--- config.mk ---
export PLATFORM = sky130hd
export DESIGN_NAME = ctrl_channel_config
export DESIGN_NICKNAME = d
export VERILOG_FILES = /design/src/hdl/ctrl_pkg.sv /design/src/hdl/ctrl_latch_bank.sv /design/src/hdl/ctrl_channel_config.sv
export VERILOG_INCLUDE_DIRS = /design/src /design/src/hdl
export SDC_FILE = /design/constraint.sdc
export NUM_CORES = 1
export LEC_CHECK = 0
export ABC_AREA = 1
export BUFFER_PORTS_ARGS = -buffer_cell sky130_fd_sc_hd__buf_2
export CAP_MARGIN = 30
export CORE_ASPECT_RATIO = 0.6
export CORE_MARGIN = 5
export CORE_UTILIZATION = 45
export DETAILED_ROUTE_END_ITERATION = 8
export GPL_TIMING_DRIVEN = 0
export PLACE_DENSITY = 0.72
export SETUP_SLACK_MARGIN = 0.4
export SLEW_MARGIN = 10
export SYNTH_ARGS = -nofsm -noshare
export SYNTH_HDL_FRONTEND = slang
export SYNTH_SLANG_ARGS = --single-unit
--- constraint.sdc ---
create_clock -name mclk -period 1.4 [get_ports mclk]
set_input_delay 0.35 -clock mclk [delete_from_list [all_inputs] [get_ports mclk]]
set_output_delay 0.35 -clock mclk [all_outputs]
set_load 0.02 [all_outputs]
--- src/hdl/ctrl_consts.svh ---
`ifndef CTRL_CONSTS_SVH
`define CTRL_CONSTS_SVH
`define CTRL_NUM_CH          4
`define CTRL_TXCKSEL_RST     1'b1
`define CTRL_TXRATE_RST      1'b0
`define CTRL_RFEN_RST        1'b1
`define CTRL_RXPWR_RST       1'b0
`define CTRL_RXST_RST        1'b1
`define CTRL_TXST_RST        1'b1
`define CTRL_OE2_RST         1'b0
`define CTRL_OE1_RST         1'b0
`define CTRL_MULT_LOW        5'h0a
`define CTRL_MULT_HIGH       5'h14
`define CTRL_FIELD_TXCKSEL   0
`define CTRL_FIELD_TXRATE    1
`define CTRL_FIELD_RFEN      2
`define CTRL_FIELD_RXPWR     3
`define CTRL_FIELD_RXST      4
`define CTRL_FIELD_TXST      5
`define CTRL_FIELD_OE2       6
`define CTRL_FIELD_OE1       7
`define CTRL_NUM_FIELDS      8
`define CTRL_LATCH_RST       8'h35
`endif

--- src/hdl/ctrl_pkg.sv ---
package ctrl_pkg;
   typedef logic [7:0] ctrl_latch_t;
   typedef enum logic [1:0] {
      CTRL_CLK_REF   = 2'h0,
      CTRL_CLK_TXIN  = 2'h1,
      CTRL_CLK_DDR   = 2'h3
   } ctrl_clksrc_t;
endpackage

--- src/hdl/ctrl_latch_bank.sv ---
`timescale 1ns/10ps
`include "ctrl_consts.svh"
module ctrl_latch_bank
   import ctrl_pkg::*;
(
   input  wire  logic                 mclk,
   input  wire  logic                 rstSync_n,
   input  wire  logic [1:0]           wrChannel,
   input  wire  logic                 wrEnable,
   input  wire  ctrl_latch_t          wrData,
   output ctrl_latch_t                latch_q [`CTRL_NUM_CH]
);
   ////////////////////////////////////////////////////////////////////////////
   // One latch word per channel so channels are configured independently.
   always_ff @(posedge mclk or negedge rstSync_n) begin
      if (!rstSync_n) begin
         for (int i = 0; i < `CTRL_NUM_CH; i++) begin
            latch_q[i] <= `CTRL_LATCH_RST;
         end
      end else if (wrEnable) begin
         latch_q[wrChannel] <= wrData;
      end
   end
endmodule

--- src/hdl/ctrl_channel_config.sv ---
`timescale 1ns/10ps
`include "ctrl_consts.svh"
module ctrl_channel_config
   import ctrl_pkg::*;
(
   input  wire  logic                 mclk,
   input  wire  logic                 rst_n,
   input  wire  logic                 wrEnable,
   input  wire  logic [1:0]           wrChannel,
   input  wire  logic [7:0]           wrData,
   input  wire  logic [3:0]           speedRangeSelect,
   output logic [3:0]                 txInputClockSelect,
   output logic [3:0]                 txPllRateSelect,
   output ctrl_clksrc_t               txClockSource [4],
   output logic [3:0]                 txPhaseBufferBypass,
   output logic [3:0]                 txDoubleEdgeCapture,
   output logic [4:0]                 txPllMultiplier [4],
   output logic [3:0]                 txClockOutDouble,
   output logic [3:0]                 framerEnable,
   output logic [3:0]                 frameOffsetHold,
   output logic [3:0]                 rxChannelPowerOn,
   output logic [3:0]                 rxSelftestOff,
   output logic [3:0]                 txSelftestOff,
   output logic [3:0]                 rxSelftestActive,
   output logic [3:0]                 txSelftestActive,
   output logic [3:0]                 primaryOutputEnable,
   output logic [3:0]                 secondaryOutputEnable,
   output logic [3:0]                 primaryDriverPowerDown,
   output logic [3:0]                 secondaryDriverPowerDown,
   output logic [3:0]                 txLogicPowerDown,
   output logic [3:0]                 rateComboInvalid
);
   ////////////////////////////////////////////////////////////////////////////
   logic        rstMeta_q;
   logic        rstSync_q;
   ctrl_latch_t latch_q [`CTRL_NUM_CH];

   always_ff @(posedge mclk or negedge rst_n) begin
      if (!rst_n) begin
         rstMeta_q <= 1'b0;
         rstSync_q <= 1'b0;
      end else begin
         rstMeta_q <= 1'b1;
         rstSync_q <= rstMeta_q;
      end
   end

   ctrl_latch_bank uBank (
      .mclk      (mclk),
      .rstSync_n (rstSync_q),
      .wrChannel (wrChannel),
      .wrEnable  (wrEnable),
      .wrData    (wrData),
      .latch_q   (latch_q)
   );

   ////////////////////////////////////////////////////////////////////////////
   function automatic ctrl_clksrc_t clkSource(input logic cksel, input logic rate);
      if (!cksel) begin
         clkSource = CTRL_CLK_TXIN;
      end else if (rate) begin
         clkSource = CTRL_CLK_DDR;
      end else begin
         clkSource = CTRL_CLK_REF;
      end
   endfunction

   // A driver counts as enabled only once the synchronised reset is released.
   function automatic logic driverLive(input logic live, input logic en);
      driverLive = live & en;
   endfunction

   // Multiplier for the transmit PLL chosen by the rate select bit.
   function automatic logic [4:0] pllMultiplier(input logic rate);
      if (rate) begin
         pllMultiplier = `CTRL_MULT_HIGH;
      end else begin
         pllMultiplier = `CTRL_MULT_LOW;
      end
   endfunction

   ////////////////////////////////////////////////////////////////////////////
   // Driver enables drop on rst_n itself rather than on the synchronised copy,
   // so no driver keeps sending while the device sits in reset.
   always_ff @(posedge mclk or negedge rst_n) begin
      if (!rst_n) begin
         primaryOutputEnable   <= 4'h0;
         secondaryOutputEnable <= 4'h0;
      end else begin
         for (int c = 0; c < `CTRL_NUM_CH; c++) begin
            primaryOutputEnable[c]   <= driverLive(rstSync_q,
                                                   latch_q[c][`CTRL_FIELD_OE1]);
            secondaryOutputEnable[c] <= driverLive(rstSync_q,
                                                   latch_q[c][`CTRL_FIELD_OE2]);
         end
      end
   end

   ////////////////////////////////////////////////////////////////////////////
   // Each disabled driver is powered down on its own.
   always_ff @(posedge mclk or negedge rst_n) begin
      if (!rst_n) begin
         primaryDriverPowerDown   <= 4'hf;
         secondaryDriverPowerDown <= 4'hf;
      end else begin
         for (int c = 0; c < `CTRL_NUM_CH; c++) begin
            primaryDriverPowerDown[c]   <= ~driverLive(rstSync_q,
                                                       latch_q[c][`CTRL_FIELD_OE1]);
            secondaryDriverPowerDown[c] <= ~driverLive(rstSync_q,
                                                       latch_q[c][`CTRL_FIELD_OE2]);
         end
      end
   end

   ////////////////////////////////////////////////////////////////////////////
   // The channel transmit logic sleeps only when neither driver is live.
   always_ff @(posedge mclk or negedge rst_n) begin
      if (!rst_n) begin
         txLogicPowerDown <= 4'hf;
      end else begin
         for (int c = 0; c < `CTRL_NUM_CH; c++) begin
            txLogicPowerDown[c] <= ~(driverLive(rstSync_q, latch_q[c][`CTRL_FIELD_OE1])
                                   | driverLive(rstSync_q, latch_q[c][`CTRL_FIELD_OE2]));
         end
      end
   end

   ////////////////////////////////////////////////////////////////////////////
   // Input register clock source and phase buffer bypass.
   always_ff @(posedge mclk or negedge rst_n) begin
      if (!rst_n) begin
         txInputClockSelect  <= {4{`CTRL_TXCKSEL_RST}};
         txPhaseBufferBypass <= 4'hf;
         for (int c = 0; c < `CTRL_NUM_CH; c++) begin
            txClockSource[c] <= CTRL_CLK_REF;
         end
      end else begin
         for (int c = 0; c < `CTRL_NUM_CH; c++) begin
            txInputClockSelect[c]  <= latch_q[c][`CTRL_FIELD_TXCKSEL];
            txClockSource[c]       <= clkSource(latch_q[c][`CTRL_FIELD_TXCKSEL],
                                                latch_q[c][`CTRL_FIELD_TXRATE]);
            txPhaseBufferBypass[c] <= latch_q[c][`CTRL_FIELD_TXCKSEL];
         end
      end
   end

   ////////////////////////////////////////////////////////////////////////////
   // Transmit PLL multiplier and the rate of the transmit clock output.
   always_ff @(posedge mclk or negedge rst_n) begin
      if (!rst_n) begin
         txPllRateSelect  <= {4{`CTRL_TXRATE_RST}};
         txClockOutDouble <= 4'h0;
         for (int c = 0; c < `CTRL_NUM_CH; c++) begin
            txPllMultiplier[c] <= `CTRL_MULT_LOW;
         end
      end else begin
         for (int c = 0; c < `CTRL_NUM_CH; c++) begin
            txPllRateSelect[c]  <= latch_q[c][`CTRL_FIELD_TXRATE];
            txPllMultiplier[c]  <= pllMultiplier(latch_q[c][`CTRL_FIELD_TXRATE]);
            txClockOutDouble[c] <= latch_q[c][`CTRL_FIELD_TXRATE];
         end
      end
   end

   ////////////////////////////////////////////////////////////////////////////
   // Double-edge capture needs both the reference clock and the doubled rate.
   always_ff @(posedge mclk or negedge rst_n) begin
      if (!rst_n) begin
         txDoubleEdgeCapture <= 4'h0;
      end else begin
         for (int c = 0; c < `CTRL_NUM_CH; c++) begin
            txDoubleEdgeCapture[c] <= latch_q[c][`CTRL_FIELD_TXCKSEL]
                                      & latch_q[c][`CTRL_FIELD_TXRATE];
         end
      end
   end

   ////////////////////////////////////////////////////////////////////////////
   // The combination is the host's to avoid; it is only flagged here, since
   // blocking it would hide a host fault instead of reporting it.
   always_ff @(posedge mclk or negedge rst_n) begin
      if (!rst_n) begin
         rateComboInvalid <= 4'h0;
      end else begin
         for (int c = 0; c < `CTRL_NUM_CH; c++) begin
            rateComboInvalid[c] <= latch_q[c][`CTRL_FIELD_TXRATE]
                                   & ~speedRangeSelect[c];
         end
      end
   end

   ////////////////////////////////////////////////////////////////////////////
   // Receive framer enable and the frame offset hold that goes with it.
   always_ff @(posedge mclk or negedge rst_n) begin
      if (!rst_n) begin
         framerEnable    <= {4{`CTRL_RFEN_RST}};
         frameOffsetHold <= 4'h0;
      end else begin
         for (int c = 0; c < `CTRL_NUM_CH; c++) begin
            framerEnable[c]    <= latch_q[c][`CTRL_FIELD_RFEN];
            frameOffsetHold[c] <= ~latch_q[c][`CTRL_FIELD_RFEN];
         end
      end
   end

   ////////////////////////////////////////////////////////////////////////////
   // Receive PLL and analog power.
   always_ff @(posedge mclk or negedge rst_n) begin
      if (!rst_n) begin
         rxChannelPowerOn <= {4{`CTRL_RXPWR_RST}};
      end else begin
         for (int c = 0; c < `CTRL_NUM_CH; c++) begin
            rxChannelPowerOn[c] <= latch_q[c][`CTRL_FIELD_RXPWR];
         end
      end
   end

   ////////////////////////////////////////////////////////////////////////////
   // Self-test latches are active low; the active outputs are their inverse.
   always_ff @(posedge mclk or negedge rst_n) begin
      if (!rst_n) begin
         rxSelftestOff    <= {4{`CTRL_RXST_RST}};
         txSelftestOff    <= {4{`CTRL_TXST_RST}};
         rxSelftestActive <= 4'h0;
         txSelftestActive <= 4'h0;
      end else begin
         for (int c = 0; c < `CTRL_NUM_CH; c++) begin
            rxSelftestOff[c]    <= latch_q[c][`CTRL_FIELD_RXST];
            txSelftestOff[c]    <= latch_q[c][`CTRL_FIELD_TXST];
            rxSelftestActive[c] <= ~latch_q[c][`CTRL_FIELD_RXST];
            txSelftestActive[c] <= ~latch_q[c][`CTRL_FIELD_TXST];
         end
      end
   end
endmodule

==> metrics <==
placed insts 523; M3 GR Usage 6.31%; number of vias per cell 4.51; # setup viols final 8; syn avg cell area 12.5 um2; Sum Neg Setup Slack -0.221 ns; Area Overhead vs Synth 46.1%; CTS Sinks around 110; post-layout min period 1.44 ns; Root Buffer clkbuf_16; reg2reg setup slack 0.47 ns; Yosys cell types 17; row cnt 25; Sw Share between 20% and 30%; most frequent cells in the layout 121 x buf_6, 75 x nand2_1, 53 x dfrtp_1; crit start category register; Synth async-reset ratio 100%; GRT Max-Usage Layer met2; worst endpoint required time 1.05 ns; grt ovf 0; MaxCap Viol Count 0; Hold Crit Class primary input to async pin; failing checks negative hold slack, negative setup slack; Max VDD drop 0.821 mV; Max Buffers Root-to-Sink 2; crit-path max FO 2; I/O Buffers 111; Internal Power ~6100 uW; utilization after layout a little under 70%; Detailed Routing Iterations Pass 1 4; EDFF count, synth 0; H-tree Lvls 3; most common cell after layout, fill and taps aside buf_6; Data arrival, critical path roughly 1.1 ns; NetSw between 2000 and 2500 uW; ant diodes 0; Final Hold Vio Count 20; TritonCTS clock tree built; Crit. End Element primary output; FMAX 695 MHz; gr usage total 17.4%; DR vias about 2400; residual DRC count 0; PwrDens between 1500 and 2000 nW/um2; Max Slew Vio Count 0; largest net degree at the start of global routing 41; fin cells 541; Yosys reg bits ~110; top_reg_cell synth dfrtp_1; fraction of layout cells with a size suffix above 1 a little over half; number of global-route vias before repair around 2700; met2 usage 28.4%; final wirelength 8.21 mm; Hold Slack -0.0281 ns; initial antenna violation count 0; Lkg Pwr between 0.002 and 0.003 uW; DP Wirelength approximately 5.4 mm; Tcrit/Tclk final 103%; Initial Util 46.9%; first-pass GRT wire length 13.7 mm; Die ar. 10300 um2; Syn Inst Count 300; clock-pin slew on the worst setup and hold paths 0.06 ns; RSZ-0062 raised after global routing yes; io pins 117; status finished, violations left; Layout Nets 445; met1 Track Usage GR 22.0%; PnR worst setup slack -0.0395 ns; Yosys Warn Count 0; Logic pwr share 24.7%; Clk pwr share 28.7%; critical path type register to primary output; total CTS buffers 9; clk_skew 0.00450 ns; Reg power frac 46.7%; antenna-violating nets left 0; DIE WIDTH 128 um; DIE HEIGHT 80.8 um; core area 8010 um2; initial DRC count approximately 160; routability cong. 0.821; sequential share of the synthesized area 72.2%; Syn Std Cell Area 3760 um2; Wirelength per Cell ~15 um; Skew-Pair Late Insertion Delay 0.34 ns
==> per-layer routing <==
metal | wire length (um) | part of all wire [%]
met4 | 141 | 1.7
met2 | 3950 | 48
met5 | 0 | 0
met3 | 622 | 7.6
met1 | 3500 | 43
==> synth_stat cells (2+ instances only) <==
| master | n | area share (%) |
|---|---|---|
| dfstp_2 | 48 | 34 |
| nand3_1 | 8 | 1.1 |
| nor2_1 | 8 | 0.80 |
| inv_2 | 5 | 0.50 |
| conb_1 | 2 | 0.20 |
| nand4_1 | 24 | 4.0 |
| nand3_4 | 3 | 1.4 |
| dfrtp_1 | 58 | 39 |
| nand2_1 | 80 | 8.0 |
| buf_4 | 30 | 6.0 |
| inv_1 | 24 | 2.4 |
| buf_6 | 5 | 1.5 |
==> registers in the layout (all words and copies together), names as in the netlist, 3 cells and up <==
signal / count
uBank.latch_q: 32
txSelftestActive: 4
primaryDriverPowerDown: 4
txLogicPowerDown: 4
rxSelftestActive: 4
txPllMultiplier: 5
frameOffsetHold: 4
rxSelftestOff: 4
txSelftestOff: 4
framerEnable: 4
rxChannelPowerOn: 4
txDoubleEdgeCapture: 3
txClockOutDouble: 3
primaryOutputEnable: 4
secondaryDriverPowerDown: 4
secondaryOutputEnable: 4
txClockSource: 5
txPhaseBufferBypass: 4
rateComboInvalid: 4
==> final cells by class <==
class	count	area [um2]
buffer	37	403
clock buffer	10	229
clock inverter	6	65.1
fill	556	2520
inverter	30	126
multi-input combinational	130	636
sequential	106	2720
tap	108	135
timing repair buffer	114	1170
==> worst paths after layout <==
kind	to	depth (start not counted)	startpoint
max in group asynchronous	uBank.latch_q[21]	2	rstSync_q
min	rxSelftestActive[1]	1	rst_n
min in group mclk	rateComboInvalid[1]	2	speedRangeSelect[1]
max reg2reg	txLogicPowerDown[1]	4	rstSync_q
min reg2reg	uBank.latch_q[7]	1	rstSync_q
max	txPhaseBufferBypass[3]	2	txPhaseBufferBypass[3]
==> logic make-up (layout without fill, tap and decap cells) <==
group | after synthesis | after routing | share of synthesized area [%]
AND/OR/NAND/NOR | 125 | 125 | 16.1
flip-flops | 106 | 106 | 72.2
buffers and inverters | 67 | 197 | 11.5
other | 2 | 5 | 0.200
==> metrics by stage <==
stage | total power [uW] | setup slack [ns] | hold slack (ns) | area (um2)
final | 8540 | -0.0395 | -0.0281 | 5490
after global routing | 8940 | -0.0711 | 0.00448 | 5490
after CTS | 8590 | -0.0397 | -0.0190 | 5470
after detailed placement | 5520 | 0.201 | 0.281 | 4530
after global placement | 5480 | -0.549 | 0.274 | 4510
after floorplan | 4930 | 0.345 | 0.0544 | 3820
==> worst max-delay path, cell delays in order, from the launching register on <==
cell,delay (ns)
dfstp_2,0.55
buf_6,0.09
buf_6,0.10
==> repair_timing <==
item,CTS,global route
gates resized for setup,200,7
endpoints found under the setup margin,116,97
buffers inserted,2,0
hold endpoints to repair,20,0
==> power groups by stage <==
stage	Combinational (uW)	Clock, uW	Sequential, uW
CTS	2100	2510	3980
detailed placement	1570	0	3960
global route	2250	2640	4050
global placement	1540	0	3940
finish	2110	2450	3980
floorplan	628	0	4300
No activity file was read; power rests on OpenSTA's default activity.
